[config.mk]
export PLATFORM = sky130hd
export DESIGN_NAME = adccfg_reg_bank
export DESIGN_NICKNAME = d
export VERILOG_FILES = /design/src/verilog/adccfg_pkg.sv /design/src/verilog/adccfg_init_if.sv /design/src/verilog/adccfg_reg_bank.sv /design/src/verilog/adccfg_sync.sv /design/src/verilog/adccfg_por_timer.sv
export SDC_FILE = /design/constraint.sdc
export NUM_CORES = 1
export LEC_CHECK = 0
export BUFFER_PORTS_ARGS = -buffer_cell sky130_fd_sc_hd__buf_2
export CORE_ASPECT_RATIO = 0.9
export CORE_MARGIN = 4
export CORE_UTILIZATION = 25
export CTS_CLUSTER_SIZE = 8
export DETAILED_ROUTE_END_ITERATION = 10
export PLACE_DENSITY = 0.48
export SLEW_MARGIN = 20
export SYNTH_ARGS = -nofsm -noshare
export SYNTH_HDL_FRONTEND = slang
export SYNTH_SLANG_ARGS = --single-unit
[constraint.sdc]
create_clock -name clk_sys -period 3.73 [get_ports clk_sys]
set_input_delay 0.746 -clock clk_sys [delete_from_list [all_inputs] [get_ports clk_sys]]
set_output_delay 0.746 -clock clk_sys [all_outputs]
set_load 0.01 [all_outputs]
[src/verilog/adccfg_pkg.sv]
/*
  Shared constants of the converter configuration register bank: register
  map, reset values, implemented-bit masks, serial header layout and timing.
  Assumes nothing of its surroundings; the bank and the load timer import it whole.
*/
package adccfg_pkg;

  // Register map size, address width and the serial byte width.
  localparam int ADCCFG_NREG = 24;
  localparam int ADCCFG_AW = 10;
  localparam int ADCCFG_DW = 8;

  // Implemented register addresses, in the order of the storage entries.
  localparam logic [9:0] ADCCFG_ADDR [ADCCFG_NREG] = '{
    10'h000, 10'h001, 10'h002, 10'h004, 10'h007, 10'h01e, 10'h052, 10'h053,
    10'h054, 10'h055, 10'h056, 10'h057, 10'h058, 10'h059, 10'h05a, 10'h05b,
    10'h05c, 10'h05d, 10'h05f, 10'h062, 10'h063, 10'h064, 10'h065, 10'h066};

  // Default values loaded at power-up and by the hardware reset pin.
  localparam logic [7:0] ADCCFG_RST [ADCCFG_NREG] = '{
    8'h24, 8'h0f, 8'h00, 8'h9f, 8'h62, 8'h80, 8'h0a, 8'h45,
    8'h00, 8'h48, 8'h78, 8'h40, 8'h12, 8'h41, 8'h20, 8'h20,
    8'h27, 8'h27, 8'hf1, 8'h10, 8'h01, 8'h03, 8'h00, 8'h00};

  // Implemented bits; the rest store nothing and read as zero.
  localparam logic [7:0] ADCCFG_IMPL [ADCCFG_NREG] = '{
    8'hff, 8'hff, 8'hff, 8'hff, 8'hff, 8'hff, 8'hff, 8'hff,
    8'hff, 8'hff, 8'hff, 8'hff, 8'hff, 8'h7f, 8'h7f, 8'h7f,
    8'h7f, 8'h7f, 8'hff, 8'h7f, 8'hff, 8'hff, 8'hff, 8'hff};

  // Storage indexes of the registers whose fields leave the block.
  localparam int IX_MODE = 0;
  localparam int IX_NCH = 1;
  localparam int IX_RATE = 2;
  localparam int IX_SDO = 3;
  localparam int IX_RAND = 4;
  localparam int IX_LEN1 = 13;
  localparam int IX_RES = 14;
  localparam int IX_CAPC = 15;
  localparam int IX_CAPA = 16;
  localparam int IX_CAPB = 17;
  localparam int IX_LEN2 = 18;
  localparam int IX_FMT = 19;
  localparam int IX_DRV = 20;
  localparam int IX_POL = 22;
  localparam int IX_OFS = 23;

  // Read-only block at the top of the decoded space.
  localparam int ADCCFG_NRO = 4;
  localparam int ADCCFG_RO_IW = 2;
  localparam logic [9:0] ADCCFG_RO_BASE = 10'h15a;
  localparam logic [9:0] ADCCFG_ADDR_MAX = 10'h15d;

  // Instruction header: R/W, length, device address, start address.
  localparam int ADCCFG_HDR_RW = 15;
  localparam int ADCCFG_HDR_LEN_HI = 14;
  localparam int ADCCFG_HDR_LEN_LO = 13;
  localparam int ADCCFG_HDR_DEV_HI = 12;
  localparam int ADCCFG_HDR_DEV_LO = 10;
  localparam logic ADCCFG_DEV_A2 = 1'b0;
  localparam logic [1:0] ADCCFG_LEN_STREAM = 2'h3;
  localparam logic [3:0] ADCCFG_HDR_LAST = 4'hf;
  localparam logic [3:0] ADCCFG_BYTE_LAST = 4'h7;
  localparam logic [3:0] ADCCFG_CNT_ZERO = 4'h0;
  localparam logic [3:0] ADCCFG_CNT_ONE = 4'h1;

  // Pin synchroniser order {adr1, adr0, hw_reset_n, sdio, sclk, cs_n}.
  localparam int ADCCFG_NPIN = 6;
  localparam logic [5:0] ADCCFG_PIN_IDLE = 6'h09;

  // Power-on load delay in converter clock cycles.
  localparam int ADCCFG_POR_CYCLES = 1 << 20;

endpackage

[src/verilog/adccfg_init_if.sv]
/*
  Carrier between the power-on load timer and the register bank.
  Assumes both ends run on clk_sys.
*/
`timescale 1ns/10ps
interface adccfg_init_if;
  logic load_defaults;
  logic ready;
  modport timer (output load_defaults, output ready);
  modport bank (input load_defaults, input ready);
endinterface

[src/verilog/adccfg_reg_bank.sv]
/*
  Configuration register bank of a multi-channel pipelined converter with
  its three-wire serial slave port (chip select, serial clock, data in/out).
  Assumes the serial clock runs at no more than one eighth of clk_sys and
  that the surrounding pad logic resolves the data pin from sdio_oe_n.
*/
`timescale 1ns/10ps

// What this block does
// - Load defaults 2^20 clocks after power-on reset.
// - Hardware reset pin restores every default.
// - Decode registers only in sparse 0x00-0x15D.
// - All read/write except top four read-only.
// - Each register is one 8-bit volatile byte.
// - Serial command with address reads or writes registers.
// - Register 0x00 mirrors four controls, resets 0x24.
// - Register 0x01 divider, channel count, resets 0x0F.
// - Register 0x04 output timing in b7, 0x9F.
// - Register 0x07 polarity, autocal, randomizer, 0x62.
// - Register 0x59 refdiv and loop enables, 0x41.
// - Register 0x5F loop output, bias enables, 0xF1.
// - Resistor register five-bit code, b7 unimplemented.
// - Capacitor registers five-bit code, reset 0x27 except 0x5B at 0x20.
// - Register 0x62 format, mode, pattern, 0x10.
// - Register 0x63 load and drive current, 0x01.
// - Register 0x65 six invert bits, 0x00.
// - Register 0x66 offset low byte, reset zero.
// - Unimplemented bits always read zero.
module adccfg_reg_bank import adccfg_pkg::*; #(
  parameter int unsigned POR_CYCLES = ADCCFG_POR_CYCLES,
  // Factory contents of the read-only registers; values are arbitrary.
  parameter logic [7:0] FACTORY_VAL [ADCCFG_NRO] = '{8'h00, 8'h00, 8'h00, 8'h00}
) (
  // Clock and power-on reset.
  input wire logic clk_sys,
  input wire logic rstn,
  // Hardware reset pin and device address straps.
  input wire logic hw_reset_n,
  input wire logic [1:0] dev_adr,
  // Serial port pins.
  input wire logic spi_cs_n,
  input wire logic spi_sclk,
  input wire logic sdio_in,
  output logic sdio_out,
  output logic sdio_oe_n,
  // Load status.
  output logic cfg_ready,
  // Mode controls.
  output logic power_down,
  output logic lsb_first,
  output logic soft_reset_n,
  output logic standby,
  output logic independent_divider_enable,
  output logic [2:0] channel_count_select,
  output logic [3:0] output_word_rate,
  output logic [3:0] output_clock_rate,
  output logic serial_out_timing_select,
  output logic word_clock_polarity,
  output logic autocal_delay_enable,
  output logic randomizer_enable,
  // Loop controls.
  output logic loop_refdiv_enable,
  output logic loop_enable,
  output logic loop_out_enable,
  output logic loop_bias_enable,
  output logic [4:0] loop_filter_res_code,
  output logic [4:0] loop_filter_cap_a,
  output logic [4:0] loop_filter_cap_b,
  output logic [4:0] loop_filter_cap_c,
  // Output format and drive.
  output logic data_format,
  output logic [1:0] output_mode,
  output logic [2:0] test_pattern_select,
  output logic diff_load_select,
  output logic [2:0] diff_drive_current,
  output logic [5:0] diff_pair_invert,
  output logic [7:0] global_offset_value
);

  typedef enum logic [2:0] {
    ST_IDLE = 3'b000,
    ST_HDR = 3'b001,
    ST_WR = 3'b010,
    ST_RD = 3'b011,
    ST_SKIP = 3'b100
  } adccfg_state_t;

  adccfg_init_if init_bus();

  logic [ADCCFG_NPIN-1:0] pin_s;
  logic cs_n_s, sclk_s, sdi_s, hw_rst_n_s;
  logic [1:0] adr_s;
  logic sclk_d_reg;
  adccfg_state_t state_reg;
  logic [3:0] bit_cnt_reg;
  logic [1:0] byte_cnt_reg;
  logic [1:0] len_reg;
  logic [15:0] hdr_reg;
  logic [7:0] sh_reg;
  logic [ADCCFG_AW-1:0] addr_reg;
  logic wr_stb_reg;
  logic [ADCCFG_AW-1:0] wr_addr_reg;
  logic [7:0] wr_data_reg;
  logic sdo_reg;
  logic oe_n_reg;

  // Power-on load timer.
  adccfg_por_timer #(.CYCLES(POR_CYCLES)) u_timer (
    .clk_sys(clk_sys),
    .rstn(rstn),
    .init(init_bus.timer)
  );

  // All pins cross into clk_sys through two flops before anything looks.
  adccfg_sync #(.W(ADCCFG_NPIN), .IDLE(ADCCFG_PIN_IDLE)) u_sync (
    .clk_sys(clk_sys),
    .rstn(rstn),
    .d({dev_adr, hw_reset_n, sdio_in, spi_sclk, spi_cs_n}),
    .q(pin_s)
  );
  assign {adr_s, hw_rst_n_s, sdi_s, sclk_s, cs_n_s} = pin_s;

  // Edge detection on the synchronised serial clock.
  wire sclk_rise = sclk_s & ~sclk_d_reg;
  wire sclk_fall = ~sclk_s & sclk_d_reg;
  wire bank_ready = init_bus.ready & hw_rst_n_s;
  wire load_all = init_bus.load_defaults | ~hw_rst_n_s;

  // Incoming bit assembled in the order chosen by the bit-order control.
  wire [15:0] hdr_shift = lsb_first ? {sdi_s, hdr_reg[15:1]} : {hdr_reg[14:0], sdi_s};
  wire [7:0] byte_shift = lsb_first ? {sdi_s, sh_reg[7:1]} : {sh_reg[6:0], sdi_s};
  wire hdr_is_read = hdr_shift[ADCCFG_HDR_RW];
  wire [1:0] hdr_len = hdr_shift[ADCCFG_HDR_LEN_HI:ADCCFG_HDR_LEN_LO];
  wire [2:0] hdr_dev = hdr_shift[ADCCFG_HDR_DEV_HI:ADCCFG_HDR_DEV_LO];
  wire dev_match = (hdr_dev == {ADCCFG_DEV_A2, adr_s});
  wire byte_end = (bit_cnt_reg == ADCCFG_BYTE_LAST);
  wire last_byte = (len_reg != ADCCFG_LEN_STREAM) && (byte_cnt_reg == len_reg);

  // Read path: sparse decode, masked data, read-only block on top.
  logic [ADCCFG_NREG-1:0] rd_hit;
  logic [ADCCFG_NREG-1:0] wr_hit;
  logic [7:0] cfg_q [ADCCFG_NREG];
  logic [7:0] rd_acc [ADCCFG_NREG+1];
  logic [ADCCFG_NREG*8-1:0] cfg_flat;
  logic [ADCCFG_NREG*8-1:0] rst_flat;
  wire [ADCCFG_AW-1:0] ro_off = addr_reg - ADCCFG_RO_BASE;
  wire ro_hit = (addr_reg >= ADCCFG_RO_BASE) && (addr_reg <= ADCCFG_ADDR_MAX);
  wire [7:0] rd_data = ro_hit ? FACTORY_VAL[ro_off[ADCCFG_RO_IW-1:0]] : rd_acc[ADCCFG_NREG];
  wire [7:0] rd_first = lsb_first ? {7'h00, rd_data[0]} : {7'h00, rd_data[7]};
  wire [7:0] sh_out = lsb_first ? {1'b0, sh_reg[7:1]} : {sh_reg[6:0], 1'b0};
  wire [7:0] mode_wdata = {wr_data_reg[7:4], wr_data_reg[4], wr_data_reg[5],
                           wr_data_reg[6], wr_data_reg[7]};
  wire wr_ok = |wr_hit;

  assign rd_acc[0] = 8'h00;

  // One storage byte per implemented address, each with its own decode.
  generate
    for (genvar i = 0; i < ADCCFG_NREG; i++) begin : g_reg
      logic [7:0] cfg_reg;
      wire [7:0] wr_val = (i == IX_MODE) ? mode_wdata : wr_data_reg;
      assign rd_hit[i] = (addr_reg == ADCCFG_ADDR[i]);
      assign wr_hit[i] = wr_stb_reg && (wr_addr_reg == ADCCFG_ADDR[i]);
      assign rd_acc[i+1] = rd_acc[i] | (rd_hit[i] ? cfg_reg : 8'h00);
      assign cfg_q[i] = cfg_reg;
      assign cfg_flat[i*8 +: 8] = cfg_reg;
      assign rst_flat[i*8 +: 8] = ADCCFG_RST[i];
      // Default load outranks a write landing in the same cycle.
      always_ff @(posedge clk_sys or negedge rstn) begin
        if (!rstn) begin
          cfg_reg <= ADCCFG_RST[i];
        end else if (load_all) begin
          cfg_reg <= ADCCFG_RST[i];
        end else if (wr_hit[i]) begin
          cfg_reg <= wr_val & ADCCFG_IMPL[i];
        end
      end
    end
  endgenerate

  // Serial clock history for the edge detectors.
  always_ff @(posedge clk_sys or negedge rstn) begin
    if (!rstn) begin
      sclk_d_reg <= 1'b0;
    end else begin
      sclk_d_reg <= sclk_s;
    end
  end

  // Serial frame sequencer: header, then write or read bytes, streaming
  // through the address counter. A frame for another device address, or
  // one that runs past its length, is ignored until chip select rises.
  always_ff @(posedge clk_sys or negedge rstn) begin
    if (!rstn) begin
      state_reg <= ST_IDLE;
      bit_cnt_reg <= ADCCFG_CNT_ZERO;
      byte_cnt_reg <= 2'h0;
      len_reg <= 2'h0;
      hdr_reg <= 16'h0000;
      sh_reg <= 8'h00;
      addr_reg <= '0;
      wr_stb_reg <= 1'b0;
      wr_addr_reg <= '0;
      wr_data_reg <= 8'h00;
      sdo_reg <= 1'b0;
      oe_n_reg <= 1'b1;
    end else begin
      wr_stb_reg <= 1'b0;
      if (cs_n_s || !bank_ready) begin
        state_reg <= ST_IDLE;
        oe_n_reg <= 1'b1;
      end else begin
        unique case (state_reg)
          ST_IDLE: begin
            state_reg <= ST_HDR;
            bit_cnt_reg <= ADCCFG_CNT_ZERO;
            byte_cnt_reg <= 2'h0;
          end
          ST_HDR: begin
            if (sclk_rise) begin
              hdr_reg <= hdr_shift;
              bit_cnt_reg <= bit_cnt_reg + ADCCFG_CNT_ONE;
              if (bit_cnt_reg == ADCCFG_HDR_LAST) begin
                addr_reg <= hdr_shift[ADCCFG_AW-1:0];
                len_reg <= hdr_len;
                bit_cnt_reg <= ADCCFG_CNT_ZERO;
                if (!dev_match) begin
                  state_reg <= ST_SKIP;
                end else if (hdr_is_read) begin
                  state_reg <= ST_RD;
                end else begin
                  state_reg <= ST_WR;
                end
              end
            end
          end
          ST_WR: begin
            if (sclk_rise) begin
              sh_reg <= byte_shift;
              bit_cnt_reg <= bit_cnt_reg + ADCCFG_CNT_ONE;
              if (byte_end) begin
                wr_stb_reg <= 1'b1;
                wr_addr_reg <= addr_reg;
                wr_data_reg <= byte_shift;
                addr_reg <= addr_reg + 10'h001;
                byte_cnt_reg <= byte_cnt_reg + 2'h1;
                bit_cnt_reg <= ADCCFG_CNT_ZERO;
                if (last_byte) begin
                  state_reg <= ST_SKIP;
                end
              end
            end
          end
          ST_RD: begin
            // Data leaves on falling edges; the pin is driven from the
            // first falling edge after the header.
            if (sclk_fall) begin
              oe_n_reg <= 1'b0;
              if (bit_cnt_reg == ADCCFG_CNT_ZERO) begin
                sh_reg <= rd_data;
                sdo_reg <= rd_first[0];
              end else begin
                sh_reg <= sh_out;
                sdo_reg <= lsb_first ? sh_out[0] : sh_out[7];
              end
            end
            if (sclk_rise) begin
              bit_cnt_reg <= bit_cnt_reg + ADCCFG_CNT_ONE;
              if (byte_end) begin
                addr_reg <= addr_reg + 10'h001;
                byte_cnt_reg <= byte_cnt_reg + 2'h1;
                bit_cnt_reg <= ADCCFG_CNT_ZERO;
                if (last_byte) begin
                  state_reg <= ST_SKIP;
                end
              end
            end
          end
          ST_SKIP: begin
            // Release the pin on the next falling edge so the final bit
            // keeps its full hold time.
            if (sclk_fall) begin
              oe_n_reg <= 1'b1;
            end
          end
          default: begin
            state_reg <= ST_IDLE;
          end
        endcase
      end
    end
  end

  // Port pins and load status.
  assign sdio_out = sdo_reg;
  assign sdio_oe_n = oe_n_reg;
  assign cfg_ready = init_bus.ready;

  // Mode register: upper half is authoritative, lower half mirrors it.
  assign power_down = cfg_q[IX_MODE][7];
  assign lsb_first = cfg_q[IX_MODE][6];
  assign soft_reset_n = cfg_q[IX_MODE][5];
  assign standby = cfg_q[IX_MODE][4];
  assign independent_divider_enable = cfg_q[IX_NCH][7];
  assign channel_count_select = cfg_q[IX_NCH][5:3];
  assign output_word_rate = cfg_q[IX_RATE][7:4];
  assign output_clock_rate = cfg_q[IX_RATE][3:0];
  assign serial_out_timing_select = cfg_q[IX_SDO][7];
  assign word_clock_polarity = cfg_q[IX_RAND][7];
  assign autocal_delay_enable = cfg_q[IX_RAND][6];
  assign randomizer_enable = cfg_q[IX_RAND][0];

  // Loop setup fields.
  assign loop_refdiv_enable = cfg_q[IX_LEN1][4];
  assign loop_enable = cfg_q[IX_LEN1][1];
  assign loop_out_enable = cfg_q[IX_LEN2][3];
  assign loop_bias_enable = cfg_q[IX_LEN2][2];
  assign loop_filter_res_code = cfg_q[IX_RES][4:0];
  assign loop_filter_cap_a = cfg_q[IX_CAPA][4:0];
  assign loop_filter_cap_b = cfg_q[IX_CAPB][4:0];
  assign loop_filter_cap_c = cfg_q[IX_CAPC][4:0];

  // Output format and drive; the low two polarity bits steer nothing.
  assign data_format = cfg_q[IX_FMT][5];
  assign output_mode = cfg_q[IX_FMT][4:3];
  assign test_pattern_select = cfg_q[IX_FMT][2:0];
  assign diff_load_select = cfg_q[IX_DRV][3];
  assign diff_drive_current = cfg_q[IX_DRV][2:0];
  assign diff_pair_invert = cfg_q[IX_POL][7:2];
  assign global_offset_value = cfg_q[IX_OFS];
endmodule

[src/verilog/adccfg_sync.sv]
/*
  Two-stage synchroniser for a group of asynchronous pins.
  Assumes each pin is a slow level relative to clk_sys.
*/
`timescale 1ns/10ps
module adccfg_sync #(
  parameter int W = 1,
  parameter logic [W-1:0] IDLE = '0
) (
  // Clock and reset.
  input wire logic clk_sys,
  input wire logic rstn,
  // Pins in, synchronised levels out.
  input wire logic [W-1:0] d,
  output logic [W-1:0] q
);
  logic [W-1:0] meta_reg;

  // The first stage feeds the second stage only.
  always_ff @(posedge clk_sys or negedge rstn) begin
    if (!rstn) begin
      meta_reg <= IDLE;
      q <= IDLE;
    end else begin
      meta_reg <= d;
      q <= meta_reg;
    end
  end
endmodule

[src/verilog/adccfg_por_timer.sv]
/*
  Power-on load timer: counts converter clocks after reset release, then
  pulses a default load once and raises ready for the rest of the session.
  Assumes rstn is the power-on reset.
*/
`timescale 1ns/10ps
module adccfg_por_timer import adccfg_pkg::*; #(
  parameter int unsigned CYCLES = ADCCFG_POR_CYCLES
) (
  // Clock and reset.
  input wire logic clk_sys,
  input wire logic rstn,
  // Load pulse and ready level.
  adccfg_init_if.timer init
);
  localparam int CW = $clog2(CYCLES + 1);
  localparam logic [CW-1:0] LAST = CW'(CYCLES - 1);
  localparam logic [CW-1:0] ONE = CW'(1);

  logic [CW-1:0] cnt_reg;
  logic load_reg;
  logic ready_reg;

  // Counting stops for good once ready is up.
  always_ff @(posedge clk_sys or negedge rstn) begin
    if (!rstn) begin
      cnt_reg <= '0;
      load_reg <= 1'b0;
      ready_reg <= 1'b0;
    end else begin
      load_reg <= 1'b0;
      if (!ready_reg) begin
        if (cnt_reg == LAST) begin
          load_reg <= 1'b1;
          ready_reg <= 1'b1;
        end else begin
          cnt_reg <= cnt_reg + ONE;
        end
      end
    end
  end

  assign init.load_defaults = load_reg;
  assign init.ready = ready_reg;
endmodule

== Yosys cells after proc, flatten, opt, wreduce, memory -nomap -nowiden ==
Index checks and enable logic that the tools add are counted.

* Output and inout port bits: 71
* Register bits after elaboration: 294
* Memories kept: 0
* Memory bits (writable): 0
* Latch bits: 0
* Word-level logic and storage cells: 346
* ROM bits: 0

* Div/mod/pow operators: 0
* Mux-type cells: 119
* Multiply operators: 0
* Equal/unequal tests: 70
* $add $sub $neg: 5
* Reduce and logical (&&, ||, !) cells: 73
* Shift-type cells: 0
* $lt $le $gt $ge: 3
* Bitwise operators: 34

{| class="wikitable"
|+ Operators with widths
! operator !! number
|-
| $mux W8 || 80
|-
| $eq A10 B7 Y1 const B || 36
|-
| $or A8 B8 Y8 || 23
|-
| $reduce_bool A2 Y1 || 27
|-
| $eq A10 B3 Y1 const B || 4
|-
| $mux W10 || 4
|-
| $logic_and A1 B1 Y1 || 26
|-
| $add A21 B1 Y21 const B || 1
|-
| $eq A21 B20 Y1 const B || 1
|-
| $mux W3 || 7
|-
| $eq A10 B1 Y1 const B || 2
|-
| $eq A10 B2 Y1 const B || 2
|-
| $eq A10 B5 Y1 const B || 2
|-
| $logic_not A10 Y1 || 2
|-
| $pmux W10 S2 || 1
|-
| $reduce_and A4 Y1 || 5
|-
| $bmux W8 S2 || 1
|-
| $mux W16 || 1
|-
| $mux W4 || 4
|-
| $pmux W8 S2 || 1
|-
| $mux W1 || 14
|-
| $ne A2 B2 Y1 const B || 6
|-
| $ne A3 B3 Y1 const B || 4
|-
| $pmux W3 S4 || 1
|-
| other kinds (33) || 49
|}

== Logic depth before layout (Yosys ltp) ==
* Word-level depth: 29
* Gate-level depth with buffers: 10

== Hierarchy ==
Synthesis repeated with hierarchy kept, for this count alone.

* Cell total of the unflattened synthesis: 1402
* Area total of the unflattened synthesis: 14337.5 µm²

{| class="wikitable"
|+ Modules (own cells, without submodules)
! module !! cells each !! instances !! area each (µm²) !! seq. area each (µm²)
|-
| adccfg_reg_bank || 1297 || 1 || 12959.9 || 6294.8
|-
| adccfg_por_timer || 93 || 1 || 1072.3 || 575.6
|-
| adccfg_sync || 12 || 1 || 305.3 || 305.3
|}

== Least setup slack after synthesis ==
Ideal clock, no wire load.

* Kind: register -> register
* Start point: register addr_reg[0]
* End point: register sdo_reg, in the netlist sdio_out
* Stages on the path, launching flop included: 10
* Buffers on the path: 1
* Arrival: 2128 ps
* Path slack: 1507 ps
* Required time: 3635 ps
* Cell sequence: dfrtp_1 inv_1 ha_1 buf_2 or3b_2 nor3_2 a222oi_1 nand4_1 nor4_1 o31ai_1

* Word-level cells in the longest chain between the ends: 28

{| class="wikitable"
|+ Ends and longest elaborated chain
! item !! line !! source
|-
| start, declared || adccfg_reg_bank.sv:100 || <nowiki>logic [ADCCFG_AW-1:0] addr_reg;</nowiki>
|-
| start signal, assigned || adccfg_reg_bank.sv:224 || <nowiki>addr_reg <= hdr_shift[ADCCFG_AW-1:0];</nowiki>
|-
| start signal, assigned || adccfg_reg_bank.sv:245 || <nowiki>addr_reg <= addr_reg + 10'h001;</nowiki>
|-
| start signal, assigned || adccfg_reg_bank.sv:270 || <nowiki>addr_reg <= addr_reg + 10'h001;</nowiki>
|-
| $eq A10 B1 Y1 or $logic_not A10 Y1 (tied branches) || adccfg_reg_bank.sv:162 || <nowiki>assign rd_hit[i] = (addr_reg == ADCCFG_ADDR[i]);</nowiki>
|-
| $mux W8 || adccfg_reg_bank.sv:164 || <nowiki>assign rd_acc[i+1] = rd_acc[i] | (rd_hit[i] ? cfg_reg : 8'h00);</nowiki>
|-
| $or A8 B8 Y8 (23 in series) || adccfg_reg_bank.sv:164 ||
|-
| $mux W8 * || adccfg_reg_bank.sv:148 || <nowiki>wire [7:0] rd_data = ro_hit ? FACTORY_VAL[ro_off[ADCCFG_RO_IW-1:0]] : rd_acc[ADCCFG_NREG];</nowiki>
|-
| $mux W1 * || adccfg_reg_bank.sv:149 || <nowiki>wire [7:0] rd_first = lsb_first ? {7'h00, rd_data[0]} : {7'h00, rd_data[7]};</nowiki>
|-
| $mux W1 * || adccfg_reg_bank.sv:259 || <nowiki>if (bit_cnt_reg == ADCCFG_CNT_ZERO) begin</nowiki>
|-
| end signal, assigned || adccfg_reg_bank.sv:261 || <nowiki>sdo_reg <= rd_first[0];</nowiki>
|-
| end signal, assigned || adccfg_reg_bank.sv:264 || <nowiki>sdo_reg <= lsb_first ? sh_out[0] : sh_out[7];</nowiki>
|-
| end, declared || adccfg_reg_bank.sv:104 || <nowiki>logic sdo_reg;</nowiki>
|}

Mark *: on every way between the ends. The rest lies on a longest branch, timed or not. The select of a mux whose other input is x is not followed.
A chain may end at the register's enable or synchronous reset.

== Worst setup path in the final report ==
* Start point: register addr_reg[0]
* End point: register sh_reg[6]

* Word-level cells in the longest chain between the ends: 29

{| class="wikitable"
|+ Ends and longest elaborated chain
! item !! line !! source
|-
| $eq A10 B1 Y1 or $logic_not A10 Y1 (tied branches) || adccfg_reg_bank.sv:162 ||
|-
| $mux W8 || adccfg_reg_bank.sv:164 ||
|-
| $or A8 B8 Y8 (23 in series) || adccfg_reg_bank.sv:164 ||
|-
| $mux W8 * || adccfg_reg_bank.sv:148 ||
|-
| $mux W8 * || adccfg_reg_bank.sv:259 ||
|-
| $mux W8 * || adccfg_reg_bank.sv:257 || <nowiki>if (sclk_fall) begin</nowiki>
|-
| $pmux W8 S2 * || adccfg_reg_bank.sv:213 || <nowiki>unique case (state_reg)</nowiki>
|-
| end signal, assigned || adccfg_reg_bank.sv:239 || <nowiki>sh_reg <= byte_shift;</nowiki>
|-
| end signal, assigned || adccfg_reg_bank.sv:260 || <nowiki>sh_reg <= rd_data;</nowiki>
|-
| end signal, assigned || adccfg_reg_bank.sv:263 || <nowiki>sh_reg <= sh_out;</nowiki>
|-
| end, declared || adccfg_reg_bank.sv:99 || <nowiki>logic [7:0] sh_reg;</nowiki>
|}

Marked as above.

==> metrics.csv <==
stage;metric;value;unit
run_status;status;finished, final reports clean;
cts;Post-CTS Resized;0;
worst_setup_path;Critical Path RT;4200;ps
die;core area;56910;µm²
sta;Slew @ Worst Pin;1137;ps
cts;CTS Buf Count;42;
worst_setup_path;worst r2r path cells;9;
route;drt initial violations;1092;
cts;Worst-path clk slew;60;ps
sta;FMAX;0.3376;GHz
die;Initial Utilization;25.20;%
placed_design;worst slack at placement;838.5;ps
grt;antenna violations before repair;1;
cts;clock latency on the worst-skew pair;560;ps
power;Worst IR Drop VDD;0.0002253;V
sta;final cycle utilization of the critical path;79.41;%
worst_setup_path;critical path's slowest cell;nor3_1;
cts;Num Clock Sinks;284;
die;Die Height;235.2;µm
worst_setup_path;Worst setup SP type;register;
synth;Mapped Avg Cell Area;9.830;µm²
finish;Largest register FFs;174;
sta;Setup TNS Final;0;ps
cts;# Post-CTS Setup Buffers;0;
synth;#FFs+latches synth;284;
route;Vias;11650;
worst_setup_path;critical path, cell by cell;inv_1, ha_1, or3b_2, nor3_1, a22oi_1, nand3_1, a2111oi_0, buf_4, a31oi_1;
sta;Layout Skew;21.92;ps
sta;Final Hold Vio Count;0;
finish;Area Overhead vs Synth;15.61;%
cts;hold_buf cts;0;
die;die area;61270;µm²
worst_hold_path;Hold Crit Class;input pin to asynchronous set/reset pin;
synth;Async SR Flop Fraction;100.0;%
route;final WL;51690;µm
flow_run;Max-cap violations;0;
finish;fraction of layout cells with a size suffix above 1;18.20;%
synth;post-synth net total;1474;
finish;nets;1494;
cts;H-tree depth;2;
worst_setup_path;Crit Reg-Reg Startpoint;addr_reg[0];
synth;sequential area share after synthesis;50.03;%
synth;warnings from Yosys;0;
die;io pins;79;
worst_setup_path;slowest cell delay on critical path;640;ps
finish;fill count;6020;
die;Std-Cell Rows;83;
synth;Distinct cells, synth;77;
route;First-pass DRT Iterations;5;
worst_setup_path;Reg2Reg Setup Slack;770;ps
worst_setup_path;CP Launch Point;addr_reg[0];
synth;Synth Cell Area;14340;µm²
synth;Synth Flop Type;dfrtp_1;
grt;GR Overflow Total;0;
cts;CTS tree;built;
worst_setup_path;Crit Path Max Fanout;9;
synth;Synth Instances;1459;
route;Routed Antenna Nets;0;
finish;most frequent cells in the layout;228 x dfrtp_1, 168 x nand2_1, 140 x nor2_1, 138 x mux2i_1, 119 x a21oi_1;
finish;final core occ;29.13;%
cts;Root Buffer;clkbuf_16;
finish;commonest non-fill, non-tap cell in the layout;dfrtp_1;
sta;setup violators final;0;
placed_design;number of port buffers;78;
power;pwr dens;413.2;nW/µm²
die;width of the die;260.5;µm
sta;Final Worst Setup Slack;768.1;ps
sta;max-slew violation count;0;
grt;gr usage total;16.54;%
grt;pin count of the biggest net entering global routing;106;
worst_setup_path;reg2reg end;sh_reg[6];
grt;vias in the first global route;11290;
cts;Clock Path Buffers;3;
sta;Slew HR;23.97;%
synth;number of flops mapped to enable cells by yosys;0;
worst_setup_path;CP bufs+invs;2;
finish;post-route cell area;16580;µm²
placed_design;placed cell area;15340;µm²
worst_setup_path;Crit. End Element;register;
sta;final worst path period need;2962;ps
worst_setup_path;crit path DAT;3430;ps
route;Via density;5.116;
sta;unrepaired setup endpoints after global routing;no;
route;DRC;0;
grt;first-pass GRT wire length;77450;µm
power;Leak;7.322;nW
placed_design;GPL Wtd Cong;0.9522;
route;routed len/inst;22.70;µm
worst_setup_path;CP Class;register to register;
placed_design;Final HPWL DP;35410;µm
worst_setup_path;cell family with most CP delay;simple AND/OR/NAND/NOR gates;
layer usage:
metal  share of wire [%]  GRT usage (%)  wire [µm]  vias up
met5                   0              0          0        -
met4                 2.3          4.180       1191        0
met3                 6.9          3.883       3589       82
met1                  47          24.30      24320     5946
met2                  44          24.49      22590      408
li1                    -              -          -     5212
metrics by stage:
stage,hold WS (ps),power (mW),cells
global route,201.2,7.096,2276
CTS,196.4,6.960,2276
finish,183.8,6.850,2277
detailed placement,341.1,3.285,2200
floorplan,331.2,3.183,1459
global placement,343.4,3.285,2200
synth_stat cells (4+ instances only):
| cell | n | area [µm²] |
|---|---|---|
| a31oi_1 | 10 | 62.56 |
| nand3b_1 | 7 | 52.55 |
| nor3_1 | 17 | 85.08 |
| a222oi_1 | 4 | 40.04 |
| a21oi_1 | 119 | 595.6 |
| clkbuf_1 | 73 | 274.0 |
| o21ai_0 | 35 | 175.2 |
| a22oi_1 | 37 | 277.8 |
| nand3_1 | 114 | 570.6 |
| mux2_2 | 13 | 146.4 |
| buf_4 | 42 | 315.3 |
| and3_1 | 15 | 93.84 |
| a22o_1 | 17 | 148.9 |
| xor2_1 | 9 | 78.83 |
| dfstp_2 | 55 | 1445 |
| a32oi_1 | 9 | 78.83 |
| mux2i_1 | 138 | 1381 |
| nand4_1 | 17 | 106.4 |
| or2_2 | 4 | 25.02 |
| buf_2 | 15 | 75.07 |
| nor4_1 | 14 | 87.58 |
| nor2b_1 | 8 | 50.05 |
| buf_1 | 5 | 18.77 |
| nor4_4 | 6 | 127.6 |
| nand2_1 | 168 | 630.6 |
| and2_1 | 4 | 25.02 |
| inv_1 | 18 | 67.56 |
| nor3_2 | 10 | 100.1 |
| nor2_1 | 140 | 525.5 |
| xnor2_1 | 15 | 131.4 |
| dfrtp_1 | 229 | 5731 |
| nand2b_1 | 6 | 37.54 |
| nor3b_1 | 4 | 30.03 |
| ha_1 | 7 | 87.58 |
cell families after synthesis:
family                   synth area share (%)
AO/OA/AOI/OAI                           11.66
XOR/XNOR                                1.466
adder cells (fa/ha/maj)                0.6107
buffers and inverters                   5.575
flip-flops                              50.03
multiplexers                            10.73
AND/OR/NAND/NOR                         19.93
power breakdown:
part	total [mW]	switching, mW	internal [mW]
Clock	3.62	1.42	2.20
Combinational	0.126	0.108	0.0182
Sequential	3.10	0.00458	3.10
layout make-up:
type	instances	area, µm²	area share (%)
Timing Repair Buffer	117	730.7	4.407
Clock buffer	74	1222	7.373
Clock inverter	2	13.76	0.08301
Antenna cell	1	2.502	0.01509
Tap cell	765	957.2	5.773
Sequential cell	284	7177	43.29
Multi-Input combinational cell	1016	6409	38.65
Inverter	18	67.56	0.4075
how the worst max path moves through the flow:
stage                           end  slack [ps]  cells past startpoint
final                     sh_reg[6]         770                      9
after global routing      sh_reg[6]         620                      9
after CTS                 sh_reg[6]         820                      9
after detailed placement  sh_reg[6]         840                      9
after global placement     sdio_out         900                      5
after floorplan            sdio_out        1510                      9
No activity file was read; power rests on OpenSTA's default activity.
